File: src/common/pecg_pkg.sv
/*
  pecg_pkg: register map, field layout, reset values and shared helpers of the
  position error clear and electronic gear block.
  Assumes a 16-bit register port with word addresses.
*/
package pecg_pkg;

  localparam int ADDR_W = 4;
  localparam int DATA_W = 16;
  localparam int RATIO_W = 32;
  localparam int ERR_W = 32;

  // register word addresses
  localparam logic [ADDR_W-1:0] A_NUM_SHORT = 4'h0;
  localparam logic [ADDR_W-1:0] A_DEN_SHORT = 4'h1;
  localparam logic [ADDR_W-1:0] A_NUM_HIGH = 4'h2;
  localparam logic [ADDR_W-1:0] A_NUM_LOW = 4'h3;
  localparam logic [ADDR_W-1:0] A_DEN_HIGH = 4'h4;
  localparam logic [ADDR_W-1:0] A_DEN_LOW = 4'h5;
  localparam logic [ADDR_W-1:0] A_CONTROL = 4'h6;
  localparam logic [ADDR_W-1:0] A_RESTART = 4'h7;
  localparam logic [ADDR_W-1:0] A_STATUS = 4'h8;
  localparam logic [ADDR_W-1:0] A_ERR_LOW = 4'h9;
  localparam logic [ADDR_W-1:0] A_ERR_HIGH = 4'hA;

  // reset values
  localparam logic [DATA_W-1:0] RST_SHORT = 16'h0001;
  localparam logic [DATA_W-1:0] RST_HIGH = 16'h0000;
  localparam logic [DATA_W-1:0] RST_LOW = 16'h0001;
  localparam logic [RATIO_W-1:0] RST_RATIO = 32'h0000_0001;

  // legal ranges of the gear parts
  localparam logic [DATA_W-1:0] PART_MIN = 16'h0001;
  localparam logic [DATA_W-1:0] PART_MAX = 16'h270F;
  localparam logic [RATIO_W-1:0] HIGH_SCALE = 32'h0000_2710;

  // control register fields
  localparam int CTL_WIDE_BIT = 0;
  localparam int CTL_MODE_LSB = 1;
  localparam int CTL_MODE_W = 2;
  localparam logic [DATA_W-1:0] RST_CONTROL = 16'h0000;

  // status register fields
  localparam int ST_LOOP_BIT = 0;
  localparam int ST_CLEAR_BIT = 1;
  localparam int ST_WIDE_BIT = 2;
  localparam int ST_BUSY_BIT = 3;
  localparam int ST_CFGERR_BIT = 4;

  // automatic clear modes
  localparam logic [CTL_MODE_W-1:0] MODE_SOFF = 2'h0;
  localparam logic [CTL_MODE_W-1:0] MODE_NEVER = 2'h1;
  localparam logic [CTL_MODE_W-1:0] MODE_SOFF_OT = 2'h2;

  function automatic logic [RATIO_W-1:0] compose(input logic [DATA_W-1:0] hi,
                                                 input logic [DATA_W-1:0] lo);
    logic [RATIO_W-1:0] prod;
    prod = RATIO_W'(hi) * HIGH_SCALE;
    return prod + RATIO_W'(lo);
  endfunction

endpackage

File: src/hdl/pecg_gear.sv
/*
  pecg_gear: scales single reference steps by num/den with the remainder kept.
  Assumes num and den are nonzero and stable except at a flush.
*/
`timescale 1ns/1ps
module pecg_gear #(
  parameter int NUM_W = 32
) (
  // clock and reset
  input logic core_clk_i,
  input logic reset_i,
  // control
  input logic flush_i,
  input logic [NUM_W-1:0] num_i,
  input logic [NUM_W-1:0] den_i,
  // reference steps
  input logic step_i,
  input logic step_dir_i,
  // scaled counts
  output logic cnt_o,
  output logic cnt_dir_o,
  output logic busy_o
);
  logic signed [NUM_W+1:0] rem_q, rem_d;
  logic cnt_q, cnt_dir_q;
  wire signed [NUM_W+1:0] num_s = {2'h0, num_i};
  wire signed [NUM_W+1:0] den_s = {2'h0, den_i};
  wire pos_ready = rem_q >= den_s;
  wire neg_ready = rem_q <= -den_s;
  wire signed [NUM_W+1:0] step_term = !step_i ? '0 : (step_dir_i ? num_s : -num_s);
  // one count drained per cycle; fraction stays in rem_q for later steps
  wire signed [NUM_W+1:0] drain_term = pos_ready ? den_s : (neg_ready ? -den_s : '0);

  assign rem_d = flush_i ? '0 : rem_q + step_term - drain_term;
  assign cnt_o = cnt_q;
  assign cnt_dir_o = cnt_dir_q;
  assign busy_o = pos_ready | neg_ready;

  always_ff @(posedge core_clk_i or posedge reset_i) begin
    if (reset_i) begin
      rem_q <= '0;
      cnt_q <= 1'b0;
      cnt_dir_q <= 1'b0;
    end else begin
      rem_q <= rem_d;
      cnt_q <= (pos_ready | neg_ready) & ~flush_i;
      cnt_dir_q <= pos_ready;
    end
  end
endmodule

File: src/hdl/pecg_errcnt.sv
/*
  pecg_errcnt: signed position error counter, reference up, feedback down.
  Assumes reference and feedback counts are single-cycle strobes.
*/
`timescale 1ns/1ps
module pecg_errcnt #(
  parameter int W = 32
) (
  // clock and reset
  input logic core_clk_i,
  input logic reset_i,
  // clear
  input logic clear_i,
  // count strobes
  input logic ref_i,
  input logic ref_dir_i,
  input logic fb_i,
  input logic fb_dir_i,
  // error value
  output logic [W-1:0] err_o
);
  logic signed [W-1:0] err_q, err_d;

  function automatic logic signed [2:0] step_val(input logic en, input logic up);
    return !en ? 3'sh0 : (up ? 3'sh1 : -3'sh1);
  endfunction

  wire signed [2:0] delta = step_val(ref_i, ref_dir_i) + step_val(fb_i, !fb_dir_i);

  // clear holds the counter at zero for as long as it is asserted
  assign err_d = clear_i ? '0 : err_q + {{(W-3){delta[2]}}, delta};
  assign err_o = err_q;

  always_ff @(posedge core_clk_i or posedge reset_i) begin
    if (reset_i) begin
      err_q <= '0;
    end else begin
      err_q <= err_d;
    end
  end
endmodule

File: src/hdl/pecg_top.sv
/*
  pecg_top: position error clear and electronic gear front end.
  Assumes decoded reference steps and encoder feedback arrive as one-cycle
  strobes synchronous to core_clk_i, and a register port with read data one
  cycle after the read strobe.
*/
// The placing of the registers and strobed register access are this design's own decisions.
//
// Behaviour
// - low clear input forces the position error counter to zero.
// - low clear input disables the position loop.
// - clear mode: at servo-off only, never, or servo-off/overtravel outside zero clamp.
// - without an automatic clear, error pulses survive servo-off.
// - every reference step is scaled by the active gear ratio; the gear flush at a clear or a restart drops a step arriving in that cycle.
// - width select picks the 16-bit pair or composed 32-bit ratio.
// - 16-bit parts take 1 to 65535, default 1, apply at restart.
// - 32-bit ratio part equals high times 10000 plus low.
// - high parts take 0 to 9999, low parts 1 to 9999; high defaults 0, low 1.
`timescale 1ns/1ps
module pecg_top #(
  parameter int RATIO_W = pecg_pkg::RATIO_W,
  parameter int ERR_W = pecg_pkg::ERR_W
) (
  // clock and reset
  input logic core_clk_i,
  input logic reset_i,
  // register port
  input logic [pecg_pkg::ADDR_W-1:0] reg_addr_i,
  input logic [pecg_pkg::DATA_W-1:0] reg_wdata_i,
  input logic reg_write_i,
  input logic reg_read_i,
  output logic [pecg_pkg::DATA_W-1:0] reg_rdata_o,
  // reference from host
  input logic step_pulse_input_i,
  input logic step_dir_i,
  input logic error_clear_in_n_i,
  // drive state
  input logic servo_on_i,
  input logic overtravel_i,
  input logic zero_clamp_i,
  // encoder feedback
  input logic feedback_pulse_i,
  input logic feedback_dir_i,
  // position loop side
  output logic [ERR_W-1:0] position_error_o,
  output logic loop_enable_o,
  output logic error_clearing_o,
  output logic scaled_count_o,
  output logic scaled_dir_o
);
  localparam int DW = pecg_pkg::DATA_W;
  localparam int MW = pecg_pkg::CTL_MODE_W;

  // address match, shared by every write decode line
  function automatic logic reg_hit(input logic [pecg_pkg::ADDR_W-1:0] a,
                                   input logic [pecg_pkg::ADDR_W-1:0] target);
    return a == target;
  endfunction

  // one range test serves every gear part, so the limits live in one place
  function automatic logic in_range(input logic [DW-1:0] v,
                                    input logic [DW-1:0] lo,
                                    input logic [DW-1:0] hi);
    return v >= lo && v <= hi;
  endfunction

  // parameter shadows, written by software
  logic [DW-1:0] num_short_q, den_short_q;
  logic [DW-1:0] num_high_q, num_low_q, den_high_q, den_low_q;
  logic [DW-1:0] control_q;
  // ratio in force, loaded only at restart
  logic [RATIO_W-1:0] act_num_q, act_den_q;
  logic act_wide_q;
  logic cfg_err_q;
  logic [DW-1:0] rdata_q;

  // write decode
  wire wr_num_short = reg_write_i && reg_hit(reg_addr_i, pecg_pkg::A_NUM_SHORT);
  wire wr_den_short = reg_write_i && reg_hit(reg_addr_i, pecg_pkg::A_DEN_SHORT);
  wire wr_num_high = reg_write_i && reg_hit(reg_addr_i, pecg_pkg::A_NUM_HIGH);
  wire wr_num_low = reg_write_i && reg_hit(reg_addr_i, pecg_pkg::A_NUM_LOW);
  wire wr_den_high = reg_write_i && reg_hit(reg_addr_i, pecg_pkg::A_DEN_HIGH);
  wire wr_den_low = reg_write_i && reg_hit(reg_addr_i, pecg_pkg::A_DEN_LOW);
  wire wr_control = reg_write_i && reg_hit(reg_addr_i, pecg_pkg::A_CONTROL);
  // restart is a write strobe only; its data word is ignored
  wire restart = reg_write_i && reg_hit(reg_addr_i, pecg_pkg::A_RESTART);

  // out-of-range values are dropped so a zero denominator never reaches the gear
  wire short_ok = in_range(reg_wdata_i, pecg_pkg::PART_MIN, '1);
  // high parts keep zero legal, since zero is their reset value
  wire high_ok = in_range(reg_wdata_i, '0, pecg_pkg::PART_MAX);
  wire low_ok = in_range(reg_wdata_i, pecg_pkg::PART_MIN, pecg_pkg::PART_MAX);

  // candidate ratio for the next restart
  wire wide_sel = control_q[pecg_pkg::CTL_WIDE_BIT];
  wire [RATIO_W-1:0] wide_num = pecg_pkg::compose(num_high_q, num_low_q);
  wire [RATIO_W-1:0] wide_den = pecg_pkg::compose(den_high_q, den_low_q);
  wire [RATIO_W-1:0] new_num = wide_sel ? wide_num : RATIO_W'(num_short_q);
  wire [RATIO_W-1:0] new_den = wide_sel ? wide_den : RATIO_W'(den_short_q);
  wire new_ok = new_num != '0 && new_den != '0;

  // clear decode
  wire ext_clear = ~error_clear_in_n_i;
  wire [MW-1:0] clr_mode = control_q[pecg_pkg::CTL_MODE_LSB +: MW];
  wire servo_off = ~servo_on_i;
  wire auto_soff = clr_mode == pecg_pkg::MODE_SOFF && servo_off;
  wire auto_ot = clr_mode == pecg_pkg::MODE_SOFF_OT && (servo_off || overtravel_i)
                 && !zero_clamp_i;
  // any other mode, including the unused code, keeps pending pulses
  wire auto_clear = auto_soff || auto_ot;
  wire clear_all = ext_clear || auto_clear;
  wire gear_flush = clear_all || restart;
  wire gear_busy;

  pecg_gear #(
    .NUM_W(RATIO_W)
  ) u_gear (
    .core_clk_i(core_clk_i),
    .reset_i(reset_i),
    .flush_i(gear_flush),
    .num_i(act_num_q),
    .den_i(act_den_q),
    .step_i(step_pulse_input_i),
    .step_dir_i(step_dir_i),
    .cnt_o(scaled_count_o),
    .cnt_dir_o(scaled_dir_o),
    .busy_o(gear_busy)
  );

  pecg_errcnt #(
    .W(ERR_W)
  ) u_err (
    .core_clk_i(core_clk_i),
    .reset_i(reset_i),
    .clear_i(clear_all),
    .ref_i(scaled_count_o),
    .ref_dir_i(scaled_dir_o),
    .fb_i(feedback_pulse_i),
    .fb_dir_i(feedback_dir_i),
    .err_o(position_error_o)
  );

  // the loop computes nothing while the external clear is held
  assign loop_enable_o = servo_on_i && !ext_clear;
  assign error_clearing_o = clear_all;

  // read path
  logic [DW-1:0] status_word;
  always_comb begin
    status_word = '0;
    status_word[pecg_pkg::ST_LOOP_BIT] = loop_enable_o;
    status_word[pecg_pkg::ST_CLEAR_BIT] = clear_all;
    status_word[pecg_pkg::ST_WIDE_BIT] = act_wide_q;
    status_word[pecg_pkg::ST_BUSY_BIT] = gear_busy;
    status_word[pecg_pkg::ST_CFGERR_BIT] = cfg_err_q;
  end
  wire [ERR_W-1:0] err_word = position_error_o;
  logic [DW-1:0] rd_mux;
  always_comb begin
    case (reg_addr_i)
      pecg_pkg::A_NUM_SHORT: rd_mux = num_short_q;
      pecg_pkg::A_DEN_SHORT: rd_mux = den_short_q;
      pecg_pkg::A_NUM_HIGH: rd_mux = num_high_q;
      pecg_pkg::A_NUM_LOW: rd_mux = num_low_q;
      pecg_pkg::A_DEN_HIGH: rd_mux = den_high_q;
      pecg_pkg::A_DEN_LOW: rd_mux = den_low_q;
      pecg_pkg::A_CONTROL: rd_mux = control_q;
      pecg_pkg::A_STATUS: rd_mux = status_word;
      pecg_pkg::A_ERR_LOW: rd_mux = err_word[DW-1:0];
      pecg_pkg::A_ERR_HIGH: rd_mux = err_word[ERR_W-1 -: DW];
      default: rd_mux = '0;
    endcase
  end
  assign reg_rdata_o = rdata_q;

  always_ff @(posedge core_clk_i or posedge reset_i) begin
    if (reset_i) begin
      rdata_q <= '0;
    end else begin
      rdata_q <= reg_read_i ? rd_mux : '0;
    end
  end

  // software-written shadows
  always_ff @(posedge core_clk_i or posedge reset_i) begin
    if (reset_i) begin
      num_short_q <= pecg_pkg::RST_SHORT;
      den_short_q <= pecg_pkg::RST_SHORT;
      num_high_q <= pecg_pkg::RST_HIGH;
      num_low_q <= pecg_pkg::RST_LOW;
      den_high_q <= pecg_pkg::RST_HIGH;
      den_low_q <= pecg_pkg::RST_LOW;
      control_q <= pecg_pkg::RST_CONTROL;
    end else begin
      if (wr_num_short && short_ok) begin
        num_short_q <= reg_wdata_i;
      end
      if (wr_den_short && short_ok) begin
        den_short_q <= reg_wdata_i;
      end
      if (wr_num_high && high_ok) begin
        num_high_q <= reg_wdata_i;
      end
      if (wr_num_low && low_ok) begin
        num_low_q <= reg_wdata_i;
      end
      if (wr_den_high && high_ok) begin
        den_high_q <= reg_wdata_i;
      end
      if (wr_den_low && low_ok) begin
        den_low_q <= reg_wdata_i;
      end
      if (wr_control) begin
        control_q <= reg_wdata_i;
      end
    end
  end

  // ratio in force changes only at a restart, so a half-written pair never runs
  always_ff @(posedge core_clk_i or posedge reset_i) begin
    if (reset_i) begin
      act_num_q <= pecg_pkg::RST_RATIO;
      act_den_q <= pecg_pkg::RST_RATIO;
      act_wide_q <= 1'b0;
      cfg_err_q <= 1'b0;
    end else if (restart) begin
      cfg_err_q <= !new_ok;
      if (new_ok) begin
        act_num_q <= new_num;
        act_den_q <= new_den;
        act_wide_q <= wide_sel;
      end
    end
  end
endmodule

File: config.mk
export PLATFORM = sky130hd
export DESIGN_NAME = pecg_top
export DESIGN_NICKNAME = d
export VERILOG_FILES = /design/src/common/pecg_pkg.sv /design/src/hdl/pecg_gear.sv /design/src/hdl/pecg_errcnt.sv /design/src/hdl/pecg_top.sv
export SDC_FILE = /design/constraint.sdc
export NUM_CORES = 1
export LEC_CHECK = 0
export BUFFER_PORTS_ARGS = -buffer_cell sky130_fd_sc_hd__buf_2
export CORE_MARGIN = 4
export CORE_UTILIZATION = 55
export CTS_CLUSTER_SIZE = 8
export DETAILED_ROUTE_END_ITERATION = 12
export HOLD_SLACK_MARGIN = 0.1
export PLACE_DENSITY_LB_ADDON = 0.25
export SLEW_MARGIN = 20
export SYNTH_ARGS = -nofsm -noshare
export SYNTH_HDL_FRONTEND = slang
export SYNTH_SLANG_ARGS = --single-unit
File: constraint.sdc
create_clock -name core_clk_i -period 7.5 [get_ports core_clk_i]
set_clock_uncertainty 0.1 [all_clocks]
set_input_delay 0.75 -clock core_clk_i [delete_from_list [all_inputs] [get_ports core_clk_i]]
set_output_delay 0.75 -clock core_clk_i [all_outputs]
set_load 0.05 [all_outputs]
==> key figures, run 1 <==
Yosys
  – Syn. warnings: 0
  – Syn Area/Cell: 9.090 µm²
  – Async set or reset register ratio after synthesis: 100.0%
  – Cell with the most instances after synthesis: inv_1
  – Largest cells by area after synthesis: dfrtp_1 (26%), ha_1 (15%), fa_1 (8.6%)
  – Combinational family with the most area after synthesis: adder cells
  – Synth Area in Simple Gates: 12.90%
  – Total nets after synthesis: 3175
  – Synth area leader: dfrtp_1
  – Post-synthesis compound-gate area fraction: about 17%
  – Post-synth top area share: about a quarter
  – Mapped Cells: 2740
  – Cell types with the highest counts after synthesis: inv_1 (391), ha_1 (296), dfrtp_1 (254), nor2_1 (193), nand2_1 (153)
  – Post-Syn Area: 24910 µm²
  – Synth Area in XOR/XNOR: between 6 and 7%
  – Number of flops mapped to enable cells by yosys: 0
  – Yosys reg bits: 260
  – Seq/Total Area, Yosys: a little over a quarter
  – Adder-cell area share of the yosys netlist: 23.47%
  – Synth Flop Type: dfrtp_1
  – Synth unique cells: 90
  – Multiplexer share of the synthesized area: 7.350%

Place
  – Port Buf Inserts: 83
  – Placer Congestion: between 0.9 and 1
  – Dpl hpwl: between 50000 and 60000 µm
  – Number of placed cells counting well taps: 3568

Clocking
  – Clock slew at the register clock pins of the worst setup and hold paths: around 50 ps
  – Max Root-Sink Buffers: 3
  – Clock latency at the later pin of the worst-skew pair: 570 ps
  – CTS root buffer: clkbuf_16
  – CTS Buf Count: 39
  – H-tree Lvls: 2
  – CTS Sinks: 260
  – CTS tree: built

Die
  – Die Width: about 220 µm
  – Starting Density: a little under three fifths
  – Top Ports: 84
  – Die Span Y: 220.8 µm
  – Core area: 44510 µm²
  – Die area: 48750 µm²
  – Num rows: 77

Run
  – Max-cap violations: 0

GRT
  – Initial antenna violation count: 1
  – Largest net degree at the start of global routing: 129
  – First-pass GRT wire length: 116400 µm
  – Gr usage total: 29.45%
  – Grt ovf: 0
  – Number of global-route vias before repair: 21410

Drt
  – DRC violations left: 0
  – Avg WL per Cell: 20.38 µm
  – Pre-antenna DRT Iters: 5
  – Detail Route Antenna Nets: 0
  – 1st-iter DRT viols: 1697
  – DR vias: 21580
  – WL final: 74370 µm
  – Vias per cell: 5.913

Critical path
  – WP buf/inv: 8
  – CP Class: flip-flop to flip-flop
  – Worst path max stage delay: 560 ps
  – Most used cell, CP: inv_1
  – Crit end category: flip-flop
  – Cell count along the critical path: 30
  – Peak fanout along the critical path: 17
  – Arr. time, crit path: roughly 7600 ps
  – CP delay by family, top: adder cells
  – R2R depth: 30
  – CP required: ~7800 ps
  – Slowest CP cell: or4_1
  – Critical path startpoint category: flip-flop

Timing
  – Worst-case hold slack: 200.9 ps
  – Min cycle time layout: 7248 ps
  – Slew Viols, Final: 0
  – Period utilization: 96.64%
  – Final Hold Fails: 0
  – RSZ-0062 raised after global routing: yes
  – Rel. slew slack: 28.47%
  – Max Freq: 0.1380 GHz
  – Final number of setup-violating endpoints: 0
  – Worst slew pin tran: 1070 ps

Layout
  – Area Growth Syn to Fin: 17.75%
  – Layout cells sized above 1: 20.58%
  – Finished Layout Cells: 3649
  – N_diodes: 0
  – Nets: 3474
  – Core Util, Final: 65.89%

Worst hold path
  – Worst Hold Class: input pin to asynchronous set/reset pin

Power
  – Pwr dens: 440.3 nW/µm²
  – LEAKAGE: roughly 15 nW
  – VDD IR max: between 0.3 and 0.4 mV
  – Tot Pwr: about 13 mW

Run status
  – Run status: finished, final reports clean
## repair_timing
| item | 4_1_cts | 5_1_grt |
|---|---|---|
| pin swaps | 5 | 71 |
| endpoints found under the setup margin | 11 | 78 |
| hold buffers | 0 | 0 |
| resized for setup | 20 | 97 |
| cloned | 0 | 1 |
| setup buffers | 0 | 22 |
## where the power goes
group / internal [mW] / switching (mW)
Clock: 0.959 / 0.676
Sequential: 1.77 / 0.441
Combinational: 4.06 / 5.00
Total: 6.79 / 6.12
## layer usage
metal	track usage [%]	wire length, µm	vias up	part of all wire (%)
li1	-	-	10170	-
met1	39.88	31940	10410	43
met2	47.62	34220	782	46
met3	4.325	4583	218	6.2
met4	12.20	3635	0	4.9
met5	0	0	-	0
## logic make-up (layout without fill, tap and decap cells)
logic type	Yosys count	after routing
AND/OR/NAND/NOR	657	658
AO/OA/AOI/OAI	608	608
multiplexers	166	166
flip-flops	260	260
adder cells (fa/ha/maj)	403	403
XOR/XNOR	173	173
buffers and inverters	473	789
## through the flow
stage / TNS (ps) / instance area, µm² / setup slack (ps)
2_1_floorplan: 0 / 24910 / 49.64
3_3_place_gp: -536.2 / 27560 / -234.9
3_5_place_dp: -1932 / 27560 / -415.8
4_1_cts: 0 / 28710 / 2.870
5_1_grt: -675.8 / 29330 / -139.5
6_report: 0 / 29330 / 252.0
## registers in the layout, summed over array words and instances (netlist names), 16 cells and up
signal and cells:
num_high_q 16, act_num_q 31, den_short_q 16, num_low_q 16
u_err.err_o 32, control_q 16, act_den_q 31, den_low_q 16
reg_rdata_o 16, den_high_q 16, num_short_q 16, u_gear.rem_q 34
## worst paths after layout
kind,to,from,slack [ps]
min in group core_clk_i,act_wide_q,act_wide_q,400
worst min-delay path,u_gear.rem_q[30],reset_i,200
worst min register to register,act_wide_q,act_wide_q,400
worst max-delay path,act_num_q[3],den_high_q[5],250
max in group asynchronous,control_q[0],reset_i,5350
worst max register to register,act_num_q[3],den_high_q[5],250
## layout make-up
class / instances / area, µm²
tap: 592 / 740.7
timing repair buffer: 339 / 2442
fill: 3689 / 15180
sequential: 260 / 6515
clock inverter: 5 / 47.55
multi-input combinational: 2008 / 17070
inverter: 391 / 1471
clock buffer: 54 / 1042
## placed cells by master (no fill, tap or decap), types with 13 or more instances in the layout
master     count
nor2b_1       26
mux2_2       113
buf_2         83
nor2_1       185
and2_1        16
mux2_1        22
or3_1         13
a31oi_1       25
buf_4        242
a221oi_1      23
nand2b_1      33
fa_1         106
and3_1        23
clkbuf_1      14
a21oi_1      119
nor3_1        51
clkbuf_16     39
a21o_1        81
a22o_1        17
o31ai_1       35
dfrtp_1      253
nand3_1       34
xnor2_1       98
o21a_1        25
mux2i_1       31
ha_1         291
a211oi_1      17
o21ai_0       90
nor4_1        18
a22oi_1       23
xor2_1        71
nand4_1       28
inv_1        386
a21oi_2       13
nand2_1      149
Power figures use the tool's default switching activity.
==> run 2, diff against run 1 <==
--- a/config.mk
+++ b/config.mk
@@ -8,4 +8,6 @@
 export BUFFER_PORTS_ARGS = -buffer_cell sky130_fd_sc_hd__buf_2
+export CELL_PAD_IN_SITES_DETAIL_PLACEMENT = 1
+export CELL_PAD_IN_SITES_GLOBAL_PLACEMENT = 1
 export CORE_MARGIN = 4
-export CORE_UTILIZATION = 55
+export CORE_UTILIZATION = 45
 export CTS_CLUSTER_SIZE = 8
==> constraint.sdc (replaced) <==
create_clock -name core_clk_i -period 7.5 [get_ports core_clk_i]
set_clock_uncertainty 0.1 [all_clocks]
set_input_delay 1.5 -clock core_clk_i [delete_from_list [all_inputs] [get_ports core_clk_i]]
set_output_delay 1.5 -clock core_clk_i [all_outputs]
set_load 0.05 [all_outputs]
==> run 2 against run 1 <==
  * Non-clock buffer count increased by 11
  * Sequential power about the same
  * Worst setup slack got worse by 190 ps
  * Largest cell class unchanged
  * Combinational power increased by 6.7%
  * Maximum frequency decreased by 2.5%
  * Register-to-register slack got worse by 190 ps
==> key figures, run 2 (same netlist as run 1, synthesis figures left out) <==
Timing
  – Max Freq: about 0.13 GHz
  – Final Hold Fails: 0
  – Rel. slew slack: roughly a third
  – Final worst slack: approximately 65 ps
  – Setup TNS: 0 ps
  – Min cycle time layout: 7435 ps
  – RSZ-0062 raised after global routing: yes
  – Slew Viols, Final: 0
  – Final number of setup-violating endpoints: 0
  – Worst slew pin tran: approximately 1000 ps
  – Period utilization: 99.14%

Critical path
  – Peak fanout along the critical path: 7
  – Arr. time, crit path: 7770 ps
  – Most used cell, CP: a21o_1
  – CP required: 7840 ps
  – Critical R2R Launch: act_den_q[1]
  – Crit path from: act_den_q[1]
  – CP Class: flip-flop to flip-flop
  – Critical path startpoint category: flip-flop
  – Worst path max stage delay: 560 ps
  – Slowest CP cell: or4_4
  – Crit end category: flip-flop

Layout
  – Commonest non-fill, non-tap cell in the layout: inv_1
  – Reg with most FFs: u_gear.rem_q
  – Max reg flops: 34
  – Filler Cell Count: 6241
  – FF+latch area: approximately 6500 µm²
  – Area of the multi-input gates: between 15000 and 20000 µm²
  – Core Util, Final: 54.84%
  – Area Growth Syn to Fin: 19.65%
  – Layout cells sized above 1: 21.48%
  – Commonest non-fill, non-tap cells in the layout: inv_1 (385), ha_1 (287), dfrtp_1 (253), buf_4 (252), nor2_1 (186)
  – Nets: 3486

Drt
  – 1st-iter DRT viols: 1385
  – Pre-antenna DRT Iters: 7
  – Vias per cell: roughly 5.8
  – DRC violations left: 0
  – WL final: 86310 µm
  – Avg WL per Cell: 22.64 µm
  – Detail Route Antenna Nets: 0
  – DR vias: 22010

GRT
  – Initial antenna violation count: 5
  – Number of global-route vias before repair: 23890
  – Largest net degree at the start of global routing: 179
  – Gr usage total: 28.31%
  – First-pass GRT wire length: 133900 µm
  – Grt ovf: 0

Run status
  – Run status: finished, final reports clean

Power
  – Pint: roughly 7 mW
  – NetSw: 6.568 mW
  – Clk network pwr share: 12.4%
  – Pwr dens: about 460 nW/µm²
  – Combinational power share: a little under three quarters
  – VDD IR max: 0.3066 mV
  – Tot Pwr: roughly 14 mW
  – Switch share: 48.34%
  – LEAKAGE: 15.04 nW
  – Sequential fraction of design power: 16.5%

Place
  – Placer Congestion: between 0.9 and 1
  – Pre-CTS WS: -761.4 ps
  – Port Buf Inserts: 83
  – Dpl hpwl: ~67000 µm

Clocking
  – Max Root-Sink Buffers: 3
  – CTS root buffer: clkbuf_16
  – CTS Buf Count: 39
  – H-tree Lvls: 2
  – Clock latency at the later pin of the worst-skew pair: 580 ps
  – Clock slew at the register clock pins of the worst setup and hold paths: 60 ps
  – CTS Sinks: 260
  – CTS tree: built

Die
  – Die area: 59180 µm²
  – Num rows: 85
  – Starting Density: 45.83%
  – Core area: around 54000 µm²
  – Die Width: approximately 240 µm
  – Die Span Y: about 240 µm
  – Top Ports: between 80 and 90

Worst hold path
  – Hold_sp: control_q[9]
  – Worst Hold Class: flip-flop to flip-flop

Run
  – Max-cap violations: 0
## run 2: cell types whose count changed in the layout (fill, tap and decap cells not counted), moves of 4 or more
cell	delta
ha_1	-4
a21oi_1	-6
buf_4	+10
a21oi_2	+4
## run 2: final cells by class
| cell class | instances | area share [%] |
|---|---|---|
| diodes | 1 | 0.008397 |
| clock buffers | 57 | 3.535 |
| clock inverters | 6 | 0.2351 |
| inverters | 391 | 4.937 |
| multi-input cells | 2009 | 57.80 |
| flip-flops and latches | 260 | 21.86 |
| well taps | 739 | 3.103 |
| repair buffers | 350 | 8.523 |
## run 2: power by group through the flow
stage / clock network, mW / logic, mW / registers, mW
floorplan: 0 / 5.64 / 2.28
global placement: 0 / 8.40 / 2.21
detailed placement: 0 / 8.84 / 2.23
CTS: 1.70 / 9.18 / 2.22
global route: 1.77 / 10.7 / 2.27
finish: 1.68 / 9.67 / 2.24
## run 2: per-stage QoR
stage	hold slack (ps)	cells	instance area (µm²)
finish	409.8	3813	29800
global route	426.4	3812	29800
CTS	410.2	3789	29170
detailed placement	398.4	3719	27750
global placement	386.8	3719	27750
floorplan	359.0	2740	24910
## run 2: repair_timing
action | 4_1_cts | 5_1_grt
gates resized for setup | 63 | 92
gates cloned | 1 | 2
hold buffers | 0 | 0
buffers inserted | 6 | 21
endpoints found under the setup margin | 59 | 82
hold endpoints to repair | 0 | 0
pin swaps | 17 | 69
## run 2: path summary, 6_finish.rpt
kind                            depth (start not counted)  slack [ps]                to
worst min register to register                          1         410      control_q[9]
min in group asynchronous                               2         910     num_high_q[4]
max in group asynchronous                               4        4920      control_q[0]
worst max-delay path                                   37          60  u_gear.rem_q[17]
worst max register to register                         37          60  u_gear.rem_q[17]
worst min-delay path                                    1         410      control_q[9]
## run 2: per-layer routing
metal,global-route usage (%),wire length [µm],up-vias
met5,0,34,-
met3,4.530,4062,200
met1,36.12,36960,11080
met4,10.78,3575,6
met2,48.44,41680,522
li1,-,-,10200
## run 2: critical path: cells and delay by family (launching register included)
kind	cells	cell delay (ps)
buffers and inverters	6	800
adder cells (fa/ha/maj)	4	1110
AO/OA/AOI/OAI	16	2780
AND/OR/NAND/NOR	8	1570
XOR/XNOR	3	510
flip-flops	1	390
